==> src/aldf_pkg.sv <==
// Package: constants and carrier types for the amplifier load-diagnostic and fault control
// Contract
// - Diagnostics start on standby release or after a fault clears.
// - Both bridge outputs are high impedance while diagnostics run.
// - Diagnostics classify short to ground, short to supply, open or shorted load.
// - One full diagnostic pass lasts about 229 ms.
// - Check phase repeats up to 5 times while a fault persists; the code limits only cap_to_gnd, load faults recheck without limit.
// - Open load alone still lets the output stage run.
// - Other load faults keep outputs high impedance and recheck continuously.
// - A normal load result starts PWM switching.
// - Overvoltage triggers diagnostics only on every second event.
// - Open load reports in status only; other faults also assert fault pin.
// - Overtemperature, overvoltage or undervoltage aborts diagnostics at once.
// - Overcurrent forces high impedance, asserts fault pin, sets status flag.
// - Dc offset in normal operation asserts fault pin and sets flag.
// - Overtemperature shuts output down, flags it, resumes automatically.
// - Undervoltage asserts fault pin and resets register contents.
// - During power-on reset the serial lines are released; defaults afterwards.
// - Overvoltage asserts fault pin and sets its status flag.
// - Output is clamped symmetrically to the limit in control register 0x03.
// - Zero input drives both bridge outputs in phase.
// - Positive output: positive duty above 50 percent, negative below.
// - Bits 7 to 6 of register 0x03 select 20, 26, 32, 36 dB.
// - Fault indicator is active low, open drain, asserted with forced Hi-Z.
`default_nettype none
package aldf_pkg;
  localparam int unsigned CLK_HZ         = 40_000_000;
  localparam int unsigned DIAG_PASS_MS   = 229;
  localparam int unsigned DIAG_PASS_CYC  = DIAG_PASS_MS * (CLK_HZ / 1000);
  localparam int unsigned CHECK_MAX      = 5;
  localparam logic [7:0]  CTRL_ADDR      = 8'h03;
  localparam int unsigned GAIN_MSB       = 7;
  localparam int unsigned GAIN_LSB       = 6;
  localparam logic [7:0]  CTRL_RESET     = 8'h00;
  localparam int unsigned LIMIT_W        = 6;
  localparam int unsigned PWM_W          = 8;
  localparam logic [PWM_W-1:0] PWM_HALF  = 8'h80;

  typedef enum logic [1:0] {GAIN_20DB, GAIN_26DB, GAIN_32DB, GAIN_36DB} aldf_gain_type;

  // Raw load classification from the analog comparators
  typedef struct packed {
    logic short_gnd;
    logic short_supply;
    logic open_load;
    logic shorted_load;
  } aldf_load_type;

  // Protection monitor levels
  typedef struct packed {
    logic overcurrent_shutdown;
    logic dc_offset;
    logic overtemp_shutdown;
    logic supply_low_fault;
    logic supply_high_fault;
  } aldf_prot_type;

  // Sticky status seen by the processor
  typedef struct packed {
    aldf_load_type load;
    aldf_prot_type prot;
  } aldf_status_type;
endpackage : aldf_pkg
`default_nettype wire

==> src/aldf_ctrl.sv <==
// Module: load-diagnostic sequencer, protection handling and modulator control
`default_nettype none
module aldf_ctrl #(
  parameter int unsigned DIAG_PASS_CYC = aldf_pkg::DIAG_PASS_CYC
) (
  // Clock and power-on reset
  input  wire logic                         core_clk,
  input  wire logic                         rst,
  // Pins from outside the clock domain
  input  wire logic                         standby_n,
  input  wire logic                         mute,
  input  wire aldf_pkg::aldf_prot_type      prot_in,
  input  wire aldf_pkg::aldf_load_type      load_in,
  input  wire logic                         cap_to_gnd,
  input  wire logic                         scl_in,
  input  wire logic                         sda_in,
  // Register side, same domain
  input  wire logic                         ctrl_we,
  input  wire logic [7:0]                   ctrl_wdata,
  input  wire logic                         status_clr,
  input  wire logic                         sda_drive_low,
  // Audio sample (signed) from the preamp converter
  input  wire logic signed [aldf_pkg::PWM_W-1:0] audio_in,
  // Bridge outputs
  output logic                              bridge_out_pos,
  output logic                              bridge_out_neg,
  output logic                              bridge_hiz,
  output logic                              diag_active,
  // Fault pin, open drain
  output logic                              fault_out,
  output logic                              fault_oe,
  // Serial data pin, open drain
  output logic                              sda_out,
  output logic                              sda_oe,
  output logic                              scl_sync,
  // Status and configuration
  output aldf_pkg::aldf_status_type         status,
  output logic [7:0]                        ctrl_q,
  output aldf_pkg::aldf_gain_type           gain_sel
);

  //////////////////////////////////////////////////////////////////////////////
  // Synchronisers: first stage read only by the second
  localparam int unsigned NSYNC = 14;
  logic [NSYNC-1:0] raw_in;
  logic [NSYNC-1:0] s1_q;
  logic [NSYNC-1:0] s2_q;
  assign raw_in = {standby_n, mute, prot_in, load_in, cap_to_gnd, scl_in, sda_in};

  always_ff @(posedge core_clk or posedge rst)
  begin
    if (rst)
    begin
      s1_q <= '0;
      s2_q <= '0;
    end
    else
    begin
      s1_q <= raw_in;
      s2_q <= s1_q;
    end
  end

  logic                    stby_n_s;
  logic                    mute_s;
  aldf_pkg::aldf_prot_type prot_s;
  aldf_pkg::aldf_load_type load_s;
  logic                    cap_s;
  logic                    scl_s;
  assign {stby_n_s, mute_s, prot_s, load_s, cap_s, scl_s} = s2_q[NSYNC-1:1];

  //////////////////////////////////////////////////////////////////////////////
  // Edge detection on synchronised levels
  logic stby_n_prev_q;
  logic ov_prev_q;
  logic ov_parity_q;

  always_ff @(posedge core_clk or posedge rst)
  begin
    if (rst)
    begin
      stby_n_prev_q <= 1'b0;
      ov_prev_q     <= 1'b0;
    end
    else
    begin
      stby_n_prev_q <= stby_n_s;
      ov_prev_q     <= prot_s.supply_high_fault;
    end
  end

  logic stby_rel;
  logic ov_rise;
  assign stby_rel = stby_n_s & ~stby_n_prev_q;
  assign ov_rise  = prot_s.supply_high_fault & ~ov_prev_q;

  // Odd events arm the parity, even events trigger diagnostics
  always_ff @(posedge core_clk or posedge rst)
  begin
    if (rst)
      ov_parity_q <= 1'b0;
    else if (ov_rise)
      ov_parity_q <= ~ov_parity_q;
  end

  logic ov_trigger;
  assign ov_trigger = ov_rise & ov_parity_q;

  //////////////////////////////////////////////////////////////////////////////
  // Diagnostic sequencer
  typedef enum logic [1:0] {ST_OFF, ST_DIAG, ST_PLAY, ST_HOLD} aldf_state_type;
  aldf_state_type state_q;
  logic [31:0]    timer_q;
  logic [2:0]     check_cnt_q;
  logic           ov_pending_q;

  logic abort_cond;
  logic other_fault;
  logic load_bad;
  logic pass_done;
  assign abort_cond  = prot_s.overtemp_shutdown | prot_s.supply_low_fault
                     | prot_s.supply_high_fault;
  assign other_fault = prot_s.overcurrent_shutdown | prot_s.dc_offset;
  assign load_bad    = load_s.short_gnd | load_s.short_supply | load_s.shorted_load;
  assign pass_done   = (timer_q == DIAG_PASS_CYC - 1);

  // Odd overvoltage events alone resume play without a diagnostic rerun
  logic rerun_q;
  always_ff @(posedge core_clk or posedge rst)
  begin
    if (rst)
      rerun_q <= 1'b0;
    else if (prot_s.overtemp_shutdown | prot_s.supply_low_fault | other_fault
             | (state_q == ST_DIAG))
      rerun_q <= 1'b1;
    else if (state_q == ST_PLAY || state_q == ST_OFF)
      rerun_q <= 1'b0;
  end

  // Even overvoltage event waits until the supply recovers
  always_ff @(posedge core_clk or posedge rst)
  begin
    if (rst)
      ov_pending_q <= 1'b0;
    else if (ov_trigger)
      ov_pending_q <= 1'b1;
    else if (state_q == ST_DIAG)
      ov_pending_q <= 1'b0;
  end

  always_ff @(posedge core_clk or posedge rst)
  begin
    if (rst)
    begin
      state_q     <= ST_OFF;
      timer_q     <= '0;
      check_cnt_q <= '0;
    end
    else if (!stby_n_s)
    begin
      state_q     <= ST_OFF;
      timer_q     <= '0;
      check_cnt_q <= '0;
    end
    else
    begin
      unique case (state_q)
        ST_OFF:
        begin
          if (stby_rel)
          begin
            state_q <= ST_DIAG;
            timer_q <= '0;
          end
        end
        ST_DIAG:
        begin
          if (abort_cond)
          begin
            state_q <= ST_HOLD;
            timer_q <= '0;
          end
          else if (pass_done)
          begin
            timer_q <= '0;
            if ((load_bad | cap_s) && check_cnt_q < 3'(aldf_pkg::CHECK_MAX - 1))
              check_cnt_q <= check_cnt_q + 3'h1;
            else if (load_bad)
            begin
              // Count held so the fault pin stays asserted while rechecking
              check_cnt_q <= check_cnt_q;
            end
            else
            begin
              check_cnt_q <= '0;
              state_q     <= ST_PLAY;
            end
          end
          else
            timer_q <= timer_q + 32'h1;
        end
        ST_PLAY:
        begin
          if (abort_cond || other_fault)
          begin
            state_q <= ST_HOLD;
            timer_q <= '0;
          end
          else if (ov_pending_q)
          begin
            state_q <= ST_DIAG;
            timer_q <= '0;
          end
        end
        ST_HOLD:
        begin
          // Once protection inputs clear, rerun diagnostics if rerun_q or ov_pending_q is set, else resume play
          if (!abort_cond && !other_fault)
          begin
            state_q <= (rerun_q || ov_pending_q) ? ST_DIAG : ST_PLAY;
            timer_q <= '0;
          end
        end
      endcase
    end
  end

  //////////////////////////////////////////////////////////////////////////////
  // Status and control registers; undervoltage resets the control register like power-on
  logic clear_regs;
  assign clear_regs = prot_s.supply_low_fault;

  aldf_pkg::aldf_status_type status_set;
  assign status_set.prot = prot_s;
  assign status_set.load = (state_q == ST_DIAG && pass_done) ? load_s : '0;

  always_ff @(posedge core_clk or posedge rst)
  begin
    if (rst)
      status <= '0;
    else if (status_clr)
      status <= status_set;  // Set wins over clear
    else
      status <= status | status_set;
  end

  always_ff @(posedge core_clk or posedge rst)
  begin
    if (rst)
      ctrl_q <= aldf_pkg::CTRL_RESET;
    else if (clear_regs)
      ctrl_q <= aldf_pkg::CTRL_RESET;
    else if (ctrl_we)
      ctrl_q <= ctrl_wdata;
  end

  always_ff @(posedge core_clk or posedge rst)
  begin
    if (rst)
      gain_sel <= aldf_pkg::GAIN_20DB;
    else
      gain_sel <= aldf_pkg::aldf_gain_type'(ctrl_q[aldf_pkg::GAIN_MSB:aldf_pkg::GAIN_LSB]);
  end

  //////////////////////////////////////////////////////////////////////////////
  // Modulator: symmetric clamp then in-phase bridge PWM
  function automatic logic signed [aldf_pkg::PWM_W-1:0] clamp_sym(
    input logic signed [aldf_pkg::PWM_W-1:0] x,
    input logic [aldf_pkg::LIMIT_W-1:0]      lim
  );
    logic signed [aldf_pkg::PWM_W-1:0] l;
    l = $signed({2'b00, lim});
    if (x > l)
      return l;
    else if (x < -l)
      return -l;
    else
      return x;
  endfunction

  logic [aldf_pkg::PWM_W-1:0]        carrier_q;
  logic signed [aldf_pkg::PWM_W-1:0] sample;
  logic [aldf_pkg::PWM_W-1:0]        duty_pos;
  logic [aldf_pkg::PWM_W-1:0]        duty_neg;
  assign sample   = clamp_sym(audio_in, ctrl_q[aldf_pkg::LIMIT_W-1:0]);
  assign duty_pos = aldf_pkg::PWM_HALF + $unsigned(sample);
  assign duty_neg = aldf_pkg::PWM_HALF - $unsigned(sample);

  always_ff @(posedge core_clk or posedge rst)
  begin
    if (rst)
      carrier_q <= '0;
    else
      carrier_q <= carrier_q + 8'h01;
  end

  logic play;
  assign play = (state_q == ST_PLAY) && !mute_s && !abort_cond && !other_fault;

  always_ff @(posedge core_clk or posedge rst)
  begin
    if (rst)
    begin
      bridge_out_pos <= 1'b0;
      bridge_out_neg <= 1'b0;
      bridge_hiz     <= 1'b1;
      diag_active    <= 1'b0;
    end
    else
    begin
      bridge_hiz     <= !play;
      diag_active    <= (state_q == ST_DIAG);
      // Equal duties give identical edges: zero differential at rest
      bridge_out_pos <= play && (carrier_q < duty_pos);
      bridge_out_neg <= play && (carrier_q < duty_neg);
    end
  end

  //////////////////////////////////////////////////////////////////////////////
  // Fault pin and serial data pin
  logic fault_active;
  assign fault_active = abort_cond | other_fault
                      | ((state_q == ST_DIAG) && check_cnt_q != 3'h0 && load_bad);

  always_ff @(posedge core_clk or posedge rst)
  begin
    if (rst)
    begin
      fault_out <= 1'b0;
      fault_oe  <= 1'b0;
      sda_out   <= 1'b0;
      sda_oe    <= 1'b0;
      scl_sync  <= 1'b1;
    end
    else
    begin
      fault_oe  <= fault_active;
      fault_out <= 1'b0;
      sda_out   <= 1'b0;
      sda_oe    <= sda_drive_low;
      scl_sync  <= scl_s;
    end
  end
endmodule : aldf_ctrl
`default_nettype wire

==> config.mk <==
export PLATFORM = sky130hd
export DESIGN_NAME = aldf_ctrl
export DESIGN_NICKNAME = d
export VERILOG_FILES = /design/src/aldf_pkg.sv /design/src/aldf_ctrl.sv
export SDC_FILE = /design/constraint.sdc
export NUM_CORES = 1
export LEC_CHECK = 0
export BUFFER_PORTS_ARGS = -buffer_cell sky130_fd_sc_hd__buf_4
export CORE_UTILIZATION = 35
export CTS_CLUSTER_SIZE = 30
export DETAILED_ROUTE_END_ITERATION = 10
export REMOVE_ABC_BUFFERS = 1
export SLEW_MARGIN = 25
export SYNTH_ARGS = -nofsm -noshare
export SYNTH_HDL_FRONTEND = slang
export SYNTH_SLANG_ARGS = --single-unit
==> constraint.sdc <==
create_clock -name core_clk -period 11.5 [get_ports core_clk]
set_input_delay 1.725 -clock core_clk [delete_from_list [all_inputs] [get_ports core_clk]]
set_output_delay 1.725 -clock core_clk [all_outputs]
set_load 0.02 [all_outputs]
==> metrics.txt <==
detailed placer's ending HPWL=7170 um; fraction of layout cells with a size suffix above 1=17.4%; fraction of power consumed by sequential logic=46.1%; Final Hold Viols=0; GP Congestion=0.874; Pwr per Cell Area=139 nW/um2; max-cap violation count=0; Post-Route WL=~9900 um; post-synth top area share=49.6%; Max Fclk=187 MHz; most common cell after layout, fill and taps aside=dfrtp_1; crit path DAT=5.60 ns; area delta synth->final=18.3%; multi-input logic area=2330 um2; global route total overflow=0; Setup TNS Final=0 ns; DIE HEIGHT=122 um; top cells by area, synth=dfrtp_1, ha_1, nor2_1, xnor2_1, mux2i_1; Crit path required time=11.76 ns; detailed-route via count=~3700; status=completed; #FFs+latches synth=around 100; Core ar.=14000 um2; Clock Tree Buf Depth=2; peak supply drop=approximately 89 uV; # diodes=0; root buffer cell=clkbuf_16; cell taking the most area after synthesis=dfrtp_1; Slew @ Worst Pin=between 0.7 and 0.8 ns; Pint=0.604 mW; Routed Antenna Nets=0; fin. max-slew vios=0; htree depth=3; fraction of the mapped netlist area in simple logic gates=18.2%; DRC Markers=0; Avg Cell Area, Syn=10.5 um2; Setup Fix Bufs, Post-CTS=0; placement row count=43; Max FO, Critical Path=15; Hold-fix buffers, CTS=0; first-pass GRT wire length=approximately 17000 um; drt pass-1 iters=5; initial core utilization=36.0%; RSZ-0062 raised after global routing=no; DIE AREA=14900 um2; I/O Pins=63; Die X-Extent=122 um; Sink Count=approximately 100; Final setup viols=0; port buffer count=just under 60; Async SR Flop Fraction=100%; vias in the first global route=3475; kind of critical path=input pin to flop; total power=0.829 mW; Total GRT Usage=between 10% and 20%; CTS tree=done; clk slew on worst S/H paths=0.07 ns; Final nets=607; complex-gate fraction of the synthesized area=10.7%; crit path launch type=input pin; Worst slew margin=46.2%; commonest non-fill, non-tap cells in the layout=dfrtp_1, buf_4, nor2_1; crit path time final=roughly 5.3 ns; sequential area share after synthesis=50.7%; synthesized cell area=~5000 um2; Adder-Cell Fraction of Synth Area=7.92%; initial drt markers=250; CTS buffer count=9; hold_ws=0.344 ns; net switching power=0.225 mW; worst min path class=flop to flop; XOR/XNOR Fraction of Synth Area=6.25%; Clock Latency Late Sink=~0.35 ns; post-synthesis instance total=~480; Reg area=2550 um2; FILL cells=approximately 1400; Primary FF master, synth=dfrtp_1; mux contribution to synthesized area=3.00%; switching share of power=27.1%; vias per std cell=5.05; Clk pwr share=approximately 37%; Pleak=between 2 and 3 nW; Final Cycle Share=46.4%; Unique masters post-synth=60; post_cts resized=0; drt wl/cell=~14 um; YS warnings=0; Worst Skew=0.00849 ns; largest family of logic cells by synthesized area=simple AND/OR/NAND/NOR gates; CP endpoint kind=flop; Gate power share=17.4%; largest net degree at the start of global routing=88; number of antenna violations at the first check in global routing=0; Post-synth EDFFs=0
==> final timing paths <==
path / from / to / slack (ns) / cells past startpoint
max: audio_in[7] / bridge_out_pos / 6.16 / 17
min: s1_q[13] / s2_q[13] / 0.34 / 0
max reg2reg: ctrl_q[0] / bridge_out_pos / 6.43 / 20
min reg2reg: s1_q[13] / s2_q[13] / 0.34 / 0
max in group asynchronous: rst / timer_q[11] / 9.17 / 3
min in group asynchronous: rst / carrier_q[4] / 1.31 / 2
==> critical path, stage by stage <==
cell,delay (ns)
buf_4,0.12
ha_1,0.29
or3b_2,0.47
or2_2,0.29
o31ai_1,0.21
a221o_2,0.35
mux2i_1,0.23
o22a_1,0.24
ha_1,0.27
a21o_1,0.19
a21o_1,0.17
a21oi_1,0.22
nand3_1,0.11
mux2i_1,0.14
a21oi_1,0.08
maj3_2,0.32
a31oi_1,0.17
==> routing by layer <==
metal / share of wire [%] / track usage (%)
met1: 47 / 19.0
met2: 47 / 22.3
met3: 3.9 / 3.79
met4: 1.4 / 5.56
met5: 0 / 0
==> state kept, by name, indices dropped and copies added, names as in the netlist <==
name / count
bridge_hiz: 1
bridge_out_neg: 1
bridge_out_pos: 1
carrier_q: 8
check_cnt_q: 3
ctrl_q: 8
diag_active: 1
fault_oe: 1
gain_sel: 2
ov_parity_q: 1
ov_pending_q: 1
ov_prev_q: 1
rerun_q: 1
s1_q: 13
s2_q: 13
scl_sync: 1
sda_oe: 1
state_q: 2
status: 9
stby_n_prev_q: 1
timer_q: 32
==> Yosys cell counts (all sizes together) (14+ instances only) <==
| master | n |
|---|---|
| nand3 | 25 |
| and3 | 14 |
| ha | 31 |
| a21oi | 17 |
| inv | 24 |
| nand2 | 27 |
| o21ai | 22 |
| xor2 | 15 |
| xnor2 | 21 |
| nor2 | 56 |
| mux2i | 14 |
| dfrtp | 100 |
==> cell families after synthesis <==
logic type / count (synthesis)
and+or+nand+nor: 176
DFF: 102
AOI/OAI and AO/OA: 81
buffers and inverters: 38
xor gates and xnor gates: 36
adders and majority gates: 32
muxes: 15
other: 1
==> stage by stage <==
step | setup slack, ns | std cells | cell area [um2] | utilization [%]
after global routing | 5.87 | 725 | 5970 | 42.7
final | 6.16 | 725 | 5970 | 42.7
after floorplan | 6.25 | 469 | 4980 | -
after detailed placement | 5.84 | 710 | 5670 | 40.5
after CTS | 6.20 | 725 | 5960 | 42.6
after global placement | 5.89 | 710 | 5660 | 40.5
==> layout make-up <==
type | count | share of cell area [%]
well taps | 180 | 3.77
flip-flops and latches | 102 | 42.8
clock inverters | 6 | 1.15
clock buffers | 9 | 3.77
repair buffers | 61 | 7.74
inverters | 25 | 1.61
multi-input cells | 342 | 39.1
==> power by group through the flow <==
stage | logic (mW) | clock network, mW | registers (mW)
floorplan | 0.0979 | 0 | 0.392
global placement | 0.141 | 0 | 0.389
detailed placement | 0.145 | 0 | 0.389
CTS | 0.146 | 0.313 | 0.383
global route | 0.163 | 0.326 | 0.384
finish | 0.144 | 0.302 | 0.383
No activity file was read; power rests on OpenSTA's default activity.
